[src/hdl/tcu_pkg.sv]
/*
 * Package of the eight-bit timer-counter: register offsets, field positions,
 * reset values, waveform modes and prescaler figures.
 * Assumes a 32-bit APB slave with word-aligned registers.
 */
package tcu_pkg;

    localparam logic [7:0] TCU_OFF_CONTROL = 8'h00;
    localparam logic [7:0] TCU_OFF_COUNTER = 8'h04;
    localparam logic [7:0] TCU_OFF_COMPARE = 8'h08;
    localparam logic [7:0] TCU_OFF_FLAGS = 8'h0C;
    localparam logic [7:0] TCU_OFF_IRQ_EN = 8'h10;
    localparam logic [7:0] TCU_OFF_PORT = 8'h14;

    // Control word fields.
    localparam int TCU_CS_LSB = 0;
    localparam int TCU_WGM_LSB = 3;
    localparam int TCU_COM_LSB = 5;
    localparam int TCU_FOC_BIT = 7;

    // Flag and enable bit positions.
    localparam int TCU_OVF_BIT = 0;
    localparam int TCU_CMP_BIT = 1;

    // Port word bits.
    localparam int TCU_DIR_BIT = 0;
    localparam int TCU_PVAL_BIT = 1;

    localparam logic [7:0] TCU_RST_BYTE = 8'h00;
    localparam logic [7:0] TCU_MAX = 8'hFF;
    localparam logic [7:0] TCU_BOTTOM = 8'h00;

    typedef enum logic [1:0] {
        TCU_WGM_NORMAL = 2'b00,
        TCU_WGM_PCPWM = 2'b01,
        TCU_WGM_CTC = 2'b10,
        TCU_WGM_FAST = 2'b11
    } tcu_wgm_type;

    typedef enum logic [1:0] {
        TCU_COM_OFF = 2'b00,
        TCU_COM_TOGGLE = 2'b01,
        TCU_COM_CLEAR = 2'b10,
        TCU_COM_SET = 2'b11
    } tcu_com_type;

    typedef enum logic [2:0] {
        TCU_CS_STOP = 3'b000,
        TCU_CS_DIV1 = 3'b001,
        TCU_CS_DIV8 = 3'b010,
        TCU_CS_DIV64 = 3'b011,
        TCU_CS_DIV256 = 3'b100,
        TCU_CS_DIV1024 = 3'b101,
        TCU_CS_EXT_FALL = 3'b110,
        TCU_CS_EXT_RISE = 3'b111
    } tcu_cs_type;

    localparam int TCU_PRESCALE_W = 10;

endpackage

[src/hdl/tcu_timer.sv]
/*
 * Eight-bit up/down timer-counter with one compare channel, its compare
 * output pin logic, Normal, CTC, fast PWM and phase correct PWM sequences,
 * and an APB register slave with zero wait states.
 * Assumes pclk at 25 MHz, an asynchronous event pin, and a processor core
 * on pclk that supplies the global interrupt enable and service acknowledges.
 */
// Overview of operation
// - Stopped when source zero; step per tick
// - Counter readable and writable at any time
// - Processor counter write beats counting
// - Provide top and bottom indications
// - Compare match sets flag next tick
// - Compare request needs flag, enable, global
// - Flag cleared by service or written one
// - Compare buffered in PWM modes only
// - Accesses reach buffer when buffering active
// - Force strobe updates output in non-PWM modes, no flag
// - Counter write blocks next tick's match
// - Output select unbuffered, next match effect
// - Output register resets zero, kept
// - Nonzero select overrides port value
// - Pin shows value only when output
// - Select zero leaves output unchanged
// - Mode sets sequence, select sets action
// - Normal mode always increments, wraps
// - Overflow flag set when counter wraps, or on reaching bottom in mode one
// - Mode two clears on compare
// - Mode three single-slope fast PWM
// - Mode one dual-slope phase correct
`timescale 1ns/1ps

module tcu_timer
(
    input wire logic pclk,
    input wire logic presetn,
    input wire logic psel,
    input wire logic penable,
    input wire logic pwrite,
    input wire logic [7:0] paddr,
    input wire logic [31:0] pwdata,
    output logic [31:0] prdata,
    output logic pready,
    output logic pslverr,
    input wire logic event_pin,
    input wire logic global_irq_enable,
    input wire logic compare_irq_ack,
    input wire logic overflow_irq_ack,
    output logic compare_irq_req,
    output logic overflow_irq_req,
    output logic compare_output,
    output logic compare_output_oe_n
);
    import tcu_pkg::*;

    logic [2:0] clock_source_select_r;
    logic [1:0] waveform_mode_select_r;
    logic [1:0] compare_output_select_r;
    logic [7:0] counter_value_r;
    logic [7:0] compare_value_r;
    logic [7:0] compare_buffer_r;
    logic compare_match_flag_r;
    logic overflow_flag_r;
    logic compare_irq_enable_r;
    logic overflow_irq_enable_r;
    logic pin_direction_bit_r;
    logic port_value_r;
    logic count_down_r;
    logic match_block_r;
    logic oc_r;
    logic [TCU_PRESCALE_W-1:0] prescale_r;
    logic ev_s1_r;
    logic ev_s2_r;
    logic ev_s3_r;
    logic ev_level_r;
    logic ev_rise_r;
    logic ev_fall_r;
    logic [31:0] prdata_r;
    logic pready_r;
    logic pslverr_r;
    logic compare_irq_req_r;
    logic overflow_irq_req_r;
    logic pin_out_r;
    logic pin_oe_n_r;

    logic timer_tick;
    logic wr_access;
    logic wr_control;
    logic wr_counter;
    logic wr_compare;
    logic wr_flags;
    logic force_now;
    logic pwm_mode;
    logic at_top;
    logic at_bottom;
    logic comparator_eq;
    logic live_match;
    logic overflow_event;
    logic [7:0] counter_nxt;
    logic count_down_nxt;
    logic oc_nxt;
    logic [31:0] read_word;
    logic addr_ok;

    // True when the low bits of the free-running prescaler are all ones.
    function automatic logic prescale_hit(input logic [TCU_PRESCALE_W-1:0] cnt,
                                          input int bits);
        logic [TCU_PRESCALE_W-1:0] mask;
        mask = TCU_PRESCALE_W'((1 << bits) - 1);
        return (cnt & mask) == mask;
    endfunction

    // Compare output action for set, clear or toggle on a match.
    function automatic logic match_action(input logic cur, input logic [1:0] sel);
        logic res;
        res = cur;
        unique case (sel)
            TCU_COM_OFF: res = cur;
            TCU_COM_TOGGLE: res = ~cur;
            TCU_COM_CLEAR: res = 1'b0;
            TCU_COM_SET: res = 1'b1;
        endcase
        return res;
    endfunction

    function automatic logic addr_is(input logic [7:0] a, input logic [7:0] off);
        return a == off;
    endfunction

    // Prescaler; it runs free so that any division ratio is available at once.
    always_ff @(posedge pclk or negedge presetn)
    begin
        if (!presetn)
            prescale_r <= '0;
        else
            prescale_r <= prescale_r + 1'b1;
    end

    // Event pin: three stages, and a change counts once stages two and three agree.
    always_ff @(posedge pclk or negedge presetn)
    begin
        if (!presetn)
        begin
            ev_s1_r <= 1'b0;
            ev_s2_r <= 1'b0;
            ev_s3_r <= 1'b0;
            ev_level_r <= 1'b0;
            ev_rise_r <= 1'b0;
            ev_fall_r <= 1'b0;
        end
        else
        begin
            ev_s1_r <= event_pin;
            ev_s2_r <= ev_s1_r;
            ev_s3_r <= ev_s2_r;
            ev_rise_r <= 1'b0;
            ev_fall_r <= 1'b0;
            if (ev_s2_r == ev_s3_r && ev_s3_r != ev_level_r)
            begin
                ev_level_r <= ev_s3_r;
                ev_rise_r <= ev_s3_r;
                ev_fall_r <= ~ev_s3_r;
            end
        end
    end

    always_comb
    begin
        timer_tick = 1'b0;
        unique case (clock_source_select_r)
            TCU_CS_STOP: timer_tick = 1'b0;
            TCU_CS_DIV1: timer_tick = 1'b1;
            TCU_CS_DIV8: timer_tick = prescale_hit(prescale_r, 3);
            TCU_CS_DIV64: timer_tick = prescale_hit(prescale_r, 6);
            TCU_CS_DIV256: timer_tick = prescale_hit(prescale_r, 8);
            TCU_CS_DIV1024: timer_tick = prescale_hit(prescale_r, 10);
            TCU_CS_EXT_FALL: timer_tick = ev_fall_r;
            TCU_CS_EXT_RISE: timer_tick = ev_rise_r;
        endcase
    end

    assign wr_access = psel && penable && pready_r && pwrite;
    assign wr_control = wr_access && addr_is(paddr, TCU_OFF_CONTROL);
    assign wr_counter = wr_access && addr_is(paddr, TCU_OFF_COUNTER);
    assign wr_compare = wr_access && addr_is(paddr, TCU_OFF_COMPARE);
    assign wr_flags = wr_access && addr_is(paddr, TCU_OFF_FLAGS);
    assign pwm_mode = waveform_mode_select_r == TCU_WGM_PCPWM ||
                      waveform_mode_select_r == TCU_WGM_FAST;
    assign force_now = wr_control && pwdata[TCU_FOC_BIT] && !pwm_mode;

    assign at_bottom = counter_value_r == TCU_BOTTOM;
    assign at_top = (waveform_mode_select_r == TCU_WGM_CTC) ?
                    (counter_value_r == compare_value_r) : (counter_value_r == TCU_MAX);

    assign comparator_eq = counter_value_r == compare_value_r;
    assign live_match = timer_tick && comparator_eq && !match_block_r;

    always_comb
    begin
        counter_nxt = counter_value_r;
        count_down_nxt = count_down_r;
        overflow_event = 1'b0;
        unique case (waveform_mode_select_r)
            TCU_WGM_NORMAL:
            begin
                counter_nxt = counter_value_r + 1'b1;
                overflow_event = counter_value_r == TCU_MAX;
            end
            TCU_WGM_CTC:
            begin
                counter_nxt = comparator_eq ? TCU_BOTTOM : counter_value_r + 1'b1;
                overflow_event = counter_value_r == TCU_MAX;
            end
            TCU_WGM_FAST:
            begin
                counter_nxt = counter_value_r + 1'b1;
                overflow_event = counter_value_r == TCU_MAX;
            end
            TCU_WGM_PCPWM:
            begin
                if (!count_down_r)
                begin
                    if (counter_value_r == TCU_MAX)
                    begin
                        count_down_nxt = 1'b1;
                        counter_nxt = counter_value_r - 1'b1;
                    end
                    else
                        counter_nxt = counter_value_r + 1'b1;
                end
                else if (at_bottom)
                begin
                    count_down_nxt = 1'b0;
                    counter_nxt = counter_value_r + 1'b1;
                end
                else
                begin
                    counter_nxt = counter_value_r - 1'b1;
                    overflow_event = counter_value_r == 8'h01;
                end
            end
        endcase
    end

    always_ff @(posedge pclk or negedge presetn)
    begin
        if (!presetn)
        begin
            counter_value_r <= TCU_RST_BYTE;
            count_down_r <= 1'b0;
        end
        else if (wr_counter)
            counter_value_r <= pwdata[7:0];
        else if (timer_tick)
        begin
            counter_value_r <= counter_nxt;
            count_down_r <= count_down_nxt;
        end
        else if (waveform_mode_select_r != TCU_WGM_PCPWM)
            count_down_r <= 1'b0;
    end

    always_ff @(posedge pclk or negedge presetn)
    begin
        if (!presetn)
            match_block_r <= 1'b0;
        else if (wr_counter)
            match_block_r <= 1'b1;
        else if (timer_tick)
            match_block_r <= 1'b0;
    end

    // buffered transfer at top only
    always_ff @(posedge pclk or negedge presetn)
    begin
        if (!presetn)
        begin
            compare_buffer_r <= TCU_RST_BYTE;
            compare_value_r <= TCU_RST_BYTE;
        end
        else
        begin
            if (wr_compare)
                compare_buffer_r <= pwdata[7:0];
            if (wr_compare && !pwm_mode)
                compare_value_r <= pwdata[7:0];
            else if (pwm_mode && timer_tick && at_top)
                compare_value_r <= compare_buffer_r;
        end
    end

    always_ff @(posedge pclk or negedge presetn)
    begin
        if (!presetn)
        begin
            clock_source_select_r <= TCU_CS_STOP;
            waveform_mode_select_r <= TCU_WGM_NORMAL;
            compare_output_select_r <= TCU_COM_OFF;
        end
        else if (wr_control)
        begin
            clock_source_select_r <= pwdata[TCU_CS_LSB +: 3];
            waveform_mode_select_r <= pwdata[TCU_WGM_LSB +: 2];
            compare_output_select_r <= pwdata[TCU_COM_LSB +: 2];
        end
    end

    // Waveform generator; in fast PWM the bottom action follows the match so
    // that a compare value at MAX gives a constant level.
    always_comb
    begin
        oc_nxt = oc_r;
        if (live_match)
        begin
            unique case (waveform_mode_select_r)
                TCU_WGM_NORMAL, TCU_WGM_CTC:
                    oc_nxt = match_action(oc_r, compare_output_select_r);
                TCU_WGM_FAST:
                    oc_nxt = match_action(oc_r, compare_output_select_r);
                TCU_WGM_PCPWM:
                    if (compare_output_select_r[1])
                        oc_nxt = compare_output_select_r[0] ^ count_down_r;
            endcase
        end
        if (timer_tick && waveform_mode_select_r == TCU_WGM_FAST &&
            counter_value_r == TCU_MAX && compare_output_select_r[1])
            oc_nxt = ~compare_output_select_r[0];
    end

    // reset to zero, kept across modes
    always_ff @(posedge pclk or negedge presetn)
    begin
        if (!presetn)
            oc_r <= 1'b0;
        else if (force_now)
            oc_r <= match_action(oc_r, pwdata[TCU_COM_LSB +: 2]);
        else
            oc_r <= oc_nxt;
    end

    always_ff @(posedge pclk or negedge presetn)
    begin
        if (!presetn)
        begin
            compare_match_flag_r <= 1'b0;
            overflow_flag_r <= 1'b0;
        end
        else
        begin
            if (live_match)
                compare_match_flag_r <= 1'b1;
            else if (compare_irq_ack || (wr_flags && pwdata[TCU_CMP_BIT]))
                compare_match_flag_r <= 1'b0;
            if (timer_tick && !wr_counter && overflow_event)
                overflow_flag_r <= 1'b1;
            else if (overflow_irq_ack || (wr_flags && pwdata[TCU_OVF_BIT]))
                overflow_flag_r <= 1'b0;
        end
    end

    always_ff @(posedge pclk or negedge presetn)
    begin
        if (!presetn)
        begin
            compare_irq_req_r <= 1'b0;
            overflow_irq_req_r <= 1'b0;
        end
        else
        begin
            compare_irq_req_r <= compare_match_flag_r && compare_irq_enable_r &&
                                 global_irq_enable && !compare_irq_ack;
            overflow_irq_req_r <= overflow_flag_r && overflow_irq_enable_r &&
                                  global_irq_enable && !overflow_irq_ack;
        end
    end

    always_ff @(posedge pclk or negedge presetn)
    begin
        if (!presetn)
        begin
            compare_irq_enable_r <= 1'b0;
            overflow_irq_enable_r <= 1'b0;
            pin_direction_bit_r <= 1'b0;
            port_value_r <= 1'b0;
        end
        else
        begin
            if (wr_access && addr_is(paddr, TCU_OFF_IRQ_EN))
            begin
                compare_irq_enable_r <= pwdata[TCU_CMP_BIT];
                overflow_irq_enable_r <= pwdata[TCU_OVF_BIT];
            end
            if (wr_access && addr_is(paddr, TCU_OFF_PORT))
            begin
                pin_direction_bit_r <= pwdata[TCU_DIR_BIT];
                port_value_r <= pwdata[TCU_PVAL_BIT];
            end
        end
    end

    always_ff @(posedge pclk or negedge presetn)
    begin
        if (!presetn)
        begin
            pin_out_r <= 1'b0;
            pin_oe_n_r <= 1'b1;
        end
        else
        begin
            pin_out_r <= (compare_output_select_r != TCU_COM_OFF) ? oc_r : port_value_r;
            pin_oe_n_r <= ~pin_direction_bit_r;
        end
    end

    // The force strobe always reads back as zero.
    always_comb
    begin
        read_word = '0;
        addr_ok = 1'b1;
        unique case (paddr)
            TCU_OFF_CONTROL:
            begin
                read_word[TCU_CS_LSB +: 3] = clock_source_select_r;
                read_word[TCU_WGM_LSB +: 2] = waveform_mode_select_r;
                read_word[TCU_COM_LSB +: 2] = compare_output_select_r;
            end
            TCU_OFF_COUNTER: read_word[7:0] = counter_value_r;
            TCU_OFF_COMPARE: read_word[7:0] = pwm_mode ? compare_buffer_r : compare_value_r;
            TCU_OFF_FLAGS:
            begin
                read_word[TCU_CMP_BIT] = compare_match_flag_r;
                read_word[TCU_OVF_BIT] = overflow_flag_r;
            end
            TCU_OFF_IRQ_EN:
            begin
                read_word[TCU_CMP_BIT] = compare_irq_enable_r;
                read_word[TCU_OVF_BIT] = overflow_irq_enable_r;
            end
            TCU_OFF_PORT:
            begin
                read_word[TCU_DIR_BIT] = pin_direction_bit_r;
                read_word[TCU_PVAL_BIT] = port_value_r;
            end
            default: addr_ok = 1'b0;
        endcase
    end

    // Answer is prepared in the setup cycle so the access phase ends at once.
    always_ff @(posedge pclk or negedge presetn)
    begin
        if (!presetn)
        begin
            prdata_r <= '0;
            pready_r <= 1'b0;
            pslverr_r <= 1'b0;
        end
        else if (psel && !penable)
        begin
            prdata_r <= pwrite ? 32'h0000_0000 : read_word;
            pready_r <= 1'b1;
            pslverr_r <= ~addr_ok;
        end
        else
        begin
            pready_r <= 1'b0;
            pslverr_r <= 1'b0;
        end
    end

    assign prdata = prdata_r;
    assign pready = pready_r;
    assign pslverr = pslverr_r;
    assign compare_irq_req = compare_irq_req_r;
    assign overflow_irq_req = overflow_irq_req_r;
    assign compare_output = pin_out_r;
    assign compare_output_oe_n = pin_oe_n_r;

endmodule

[config.mk]
export PLATFORM = sky130hd
export DESIGN_NAME = tcu_timer
export DESIGN_NICKNAME = d
export VERILOG_FILES = /design/src/hdl/tcu_pkg.sv /design/src/hdl/tcu_timer.sv
export SDC_FILE = /design/constraint.sdc
export NUM_CORES = 1
export LEC_CHECK = 0
export BUFFER_PORTS_ARGS = -buffer_cell sky130_fd_sc_hd__buf_2
export CORE_AREA = 3 3 104 81
export CTS_CLUSTER_SIZE = 25
export DETAILED_ROUTE_END_ITERATION = 8
export DIE_AREA = 0 0 107 84
export PLACE_DENSITY = 0.8
export SLEW_MARGIN = 20
export SYNTH_ARGS = -nofsm -noshare
export SYNTH_HDL_FRONTEND = slang
export SYNTH_SLANG_ARGS = --single-unit
[constraint.sdc]
create_clock -name pclk -period 2.9 [get_ports pclk]
set_clock_uncertainty 0.1 [all_clocks]
set_input_delay 0.145 -clock pclk [delete_from_list [all_inputs] [get_ports pclk]]
set_output_delay 0.145 -clock pclk [all_outputs]
set_load 0.01 [all_outputs]
* Yosys cells after proc, flatten, opt, wreduce, memory -nomap -nowiden
Cells that the tools add are included.
Storage, ports and cells: input port bits 49, output and inout port bits 38, word-level logic and storage cells 176, register bits 94
Cells by class: add/sub/neg operators 3, bitwise operators 7, muxes and demuxes 44, reductions and logical operators 58, equality and inequality tests 35
Operator list (count):
- two-way mux 8 bit | 10
- logical AND 1 bit | 31
- two-way mux 1 bit | 25
- case mux 8 bit (3 select lines) | 1
- == test 8 x 4 -> 1 bit, second input constant | 2
- == test 8 x 5 -> 1 bit, second input constant | 2
- == test 8 bit, second input constant | 2
- zero test 8 bit | 2
- == test 3 bit, second input constant | 5
- case mux 5 bit (3 select lines) | 1
- == test 2 bit, second input constant | 6
- case mux 2 bit (6 select lines) | 1
- nonzero test 2 bit | 6
- adder 10 x 1 -> 10 bit, second input constant | 1
- == test 10 bit, second input constant | 1
- adder 8 x 1 -> 8 bit, second input constant | 1
- == test 8 x 1 -> 1 bit, second input constant | 1
- == test 8 x 3 -> 1 bit, second input constant | 1
- == test 8 bit | 1
- case mux 1 bit (8 select lines) | 1
- subtractor 8 x 1 -> 8 bit, second input constant | 1
- == test 2 x 1 -> 1 bit, second input constant | 3
- == test 3 x 2 -> 1 bit, second input constant | 2
- == test 6 bit, second input constant | 1
- other kinds (21) | 39

* Logic depth before layout (Yosys ltp)
word-level depth 8, gate-level depth with buffers 10, gate-level depth less buffers 8

* Worst setup path before layout
Ideal clock, no wire load.
path kind register to register, start reg waveform_mode_select_r[0], end reg compare_value_r[1], setup time 119 ps, stages on the path, launching flop included 9, required time 2681 ps, arrival time 2146 ps, period minus slack after synthesis 2365 ps, slack 535 ps, path buffers 2, cells stage by stage dfrtp_1 -> ha_1 -> clkbuf_8 -> nor2_1 -> buf_1 -> inv_1 -> o2111ai_1 -> nand2_1 -> o21a_1
Between the ends: longest elaborated chain between the ends 5, elaborated cells on any way between the ends 11, classes of those cells eq/ne: 3; mux: 2; reduce/logical: 6
RTL lines:
- start, declared | RTL line tcu_timer.sv:57 | logic [1:0] waveform_mode_select_r;
- start signal, assigned | RTL line tcu_timer.sv:303 | waveform_mode_select_r <= pwdata[TCU_WGM_LSB +: 2];
- == test 2 x 1 -> 1 bit / == test 2 bit (equally long branches) | RTL line tcu_timer.sv:187, tcu_timer.sv:188
- logical OR 1 bit | RTL line tcu_timer.sv:187 | assign pwm_mode = waveform_mode_select_r == TCU_WGM_PCPWM ||
- zero test 1 bit / logical AND 1 bit (equally long branches) | RTL line tcu_timer.sv:285, tcu_timer.sv:287
- logical AND 1 bit, on equally long branches | RTL line tcu_timer.sv:285, tcu_timer.sv:287
- two-way mux 8 bit / nonzero test 2 bit (equally long branches)
- end signal, assigned | RTL line tcu_timer.sv:286 | compare_value_r <= pwdata[7:0];
- end signal, assigned | RTL line tcu_timer.sv:288 | compare_value_r <= compare_buffer_r;
- end, declared | RTL line tcu_timer.sv:60 | logic [7:0] compare_value_r;
Parallel ways exist; a longest one is shown, timed or not. A chain may end at the register's enable or synchronous reset.

* Worst setup path in the final report
start reg counter_value_r[2], end reg counter_value_r[3]
Between the ends: longest elaborated chain between the ends 6, elaborated cells on any way between the ends 12, classes of those cells add/sub: 2; eq/ne: 2; mux: 7; reduce/logical: 1
RTL lines:
- start, declared | RTL line tcu_timer.sv:59 | logic [7:0] counter_value_r;
- start signal, assigned | RTL line tcu_timer.sv:253 | counter_value_r <= pwdata[7:0];
- start signal, assigned | RTL line tcu_timer.sv:256 | counter_value_r <= counter_nxt;
- adder 8 x 1 -> 8 bit (tied with other cells)
- two-way mux 8 bit, on equally long branches | RTL line tcu_timer.sv:223, tcu_timer.sv:231
- two-way mux 8 bit | RTL line tcu_timer.sv:221 | if (!count_down_r)
- case mux 8 bit (3 select lines) * | RTL line tcu_timer.sv:203 | unique case (waveform_mode_select_r)
- two-way mux 8 bit * | RTL line tcu_timer.sv:254 | else if (timer_tick)
- two-way mux 8 bit * | RTL line tcu_timer.sv:252 | else if (wr_counter)
Mark *: on every way between the ends. The rest lies on a longest branch, timed or not. The select of a mux whose other input is x is not followed.

==> metrics.txt <==
flops & latches, synth 70; Core ar. approximately 7400 µm²; leakage power 2.20 nW; CTS tree yes; sequential share of the synthesized area 0.426; DRC Markers 0; global-route wire length before repair approximately 16 mm; crit-path cells or4_1 > nor4_1 > nor3b_1 > buf_4 > a211oi_1 > o21ai_0; dpl cells 562; final worst slack 0.354 ns; final global-route overflow total 0; critical path's slowest cell or4_1; Min-Delay Path Class input port to flop; # hold bufs at CTS 8; Synth area leader dfrtp_1; synth top area cells dfrtp_1, mux2_2, buf_4; clock sinks 70; Crit Path Class flop to flop; Max-Cap Viols 0; Worst Path Required 3.01 ns; H-tree levels 3; post-CTS sizing 0; final slew viol count 0; Area Overhead vs Synth 14.8%; post-synth cell types 60; CTS root buf clkbuf_8; Hold WS ~0.029 ns; post-route minimum period 2.55 ns; row count 27; Iter 0 DRT Violations 420; measured slew at the worst slew-check pin 0.802 ns; initial antenna violation count 0; I/O Buffers 38; setup bufs post-CTS 0; DR WL/cell 16.9 µm; Post-Syn Instances 425; clock transition at the registers of the reported paths 0.09 ns; fin area 4730 µm²; crit-path max cell delay 0.58 ns; Synth warnings 0; pre-CTS WS between 0.2 and 0.3 ns; gr usage total 0.229; Post-synth EDFFs 0; FMAX 393 MHz; endpoint type of the worst setup path flop; Worst-Skew Late Latency about 0.35 ns; routed wire length 9.89 mm; main flop type after synthesis dfrtp_1; Pre-antenna DRT Iters 5; hold_sp compare_irq_ack; Ports just under 90; Layout Cells excl Fill 586; Async SR Flop Fraction 1.00; largest net degree at the start of global routing 39; Slew HR 0.466; Die Span Y 84 µm; dpl cell area 4410 µm²; Final setup viols 0; setup TNS 0 ns; via density per instance 5.91; Crit Path Max Fanout 10; pwr dens 464 nW/µm²; CP startpoint kind flop; Diodes inserted 0; mapped cell area 4120 µm²; Nets 537; Worst VDD drop 0.000349 V; status finished clean; fin crit share 0.878; CP Data Arrival Time 2.66 ns; RSZ-0062 raised after global routing false; top cell type's share of synthesized area 0.419; reg2reg start counter_value_r[2]; Starting Density 0.557; Worst Reg-to-Reg Cells 6; syn_area_per_cell 9.69 µm²; CTS Buf Count 9; Hold Crit Depth 3; share of cells above drive strength 1 0.216; post-DP HPWL 7.43 mm; R2R Path End counter_value_r[3]; vias in the first global route 3294; Worst Hold End compare_match_flag_r; FF-to-FF setup slack 0.35 ns; Clock Path Buffers 2; DIE AREA around 9000 µm²; Fin. Hold Viols 0; antenna-violating nets left 0; RePlAce Congestion 0.949; via count 3461; Die Wd 107 µm
==> worst max path at each step <==
stage,from,to,slack (ns),cells after the start
2_1_floorplan,waveform_mode_select_r[0],compare_value_r[1],0.53,8
3_3_place_gp,paddr[5],oc_r,0.33,7
3_5_place_dp,paddr[5],oc_r,0.30,7
4_1_cts,prescale_r[0],oc_r,0.37,8
5_1_grt,counter_value_r[1],counter_value_r[3],0.14,6
6_report,counter_value_r[2],counter_value_r[3],0.35,6
==> cell families after synthesis <==
kind of cell,share of synthesized area
buffers and inverters,0.0832
AOI/OAI and AO/OA,0.166
DFF,0.426
xor gates and xnor gates,0.0574
other,0.000910
muxes,0.0741
and+or+nand+nor,0.166
adders and majority gates,0.0267
==> worst max-delay path, delay by kind of cell (launching register included) <==
family / cells / cell delay [ns]
flip-flops: 1 / 0.52
AND/OR/NAND/NOR: 3 / 1.19
buffers and inverters: 1 / 0.19
AO/OA/AOI/OAI: 2 / 0.40
==> area by class of cell <==
class	count	area, µm²
Sequential cell	70	1750
Fill cell	625	2670
Tap cell	101	126
Multi-Input combinational cell	316	2110
Clock inverter	7	120
Clock buffer	9	124
Timing Repair Buffer	66	433
Inverter	17	63.8
==> where the power goes <==
part / internal, mW / switching [mW]
Combinational: 0.0803 / 0.128
Clock: 0.574 / 0.392
Sequential: 0.995 / 0.0270
Total: 1.65 / 0.547
==> metal layers <==
layer	track usage	part of all wire	up-vias
li1	-	-	1605
met2	0.337	0.44	160
met4	0.0557	0.015	0
met1	0.342	0.46	1676
met3	0.0518	0.088	20
met5	0	0	-
==> synthesized netlist by cell type (9+ instances only) <==
library cell and n:
nand3_1 14, o22a_1 9, buf_4 24, a22o_1 9, clkbuf_1 14, nor3_1 13, inv_1 17, nand2_1 34
a21oi_1 13, nor2_1 24, mux2_2 20, xnor2_1 17, xor2_1 10, o21ai_0 25, dfrtp_1 69
==> sequential cells by signal (all words and copies together) (netlist names), 2 cells and up <==
register,cells
waveform_mode_select_r,2
counter_value_r,8
prdata,8
compare_value_r,8
compare_buffer_r,8
compare_output_select_r,2
clock_source_select_r,3
prescale_r,10
==> cells in the final DEF (no fill, tap or decap), types with 10 or more instances in the layout <==
master / netlist / layout
a21oi_1: 13 / 13
nor3_1: 13 / 13
nand3_1: 14 / 14
dfrtp_1: 69 / 69
conb_1: 1 / 24
xnor2_1: 17 / 17
xor2_1: 10 / 10
buf_2: 2 / 38
inv_1: 17 / 17
o21ai_0: 25 / 25
nor2_1: 24 / 24
mux2_2: 20 / 20
buf_4: 24 / 19
nand2_1: 34 / 34
==> per-stage QoR <==
step | utilization | power, mW
after floorplan | - | 1.17
after global placement | 0.595 | 1.23
after detailed placement | 0.595 | 1.24
after CTS | 0.639 | 2.20
after global routing | 0.639 | 2.28
final | 0.639 | 2.20
(Power assumes the default switching activity.)
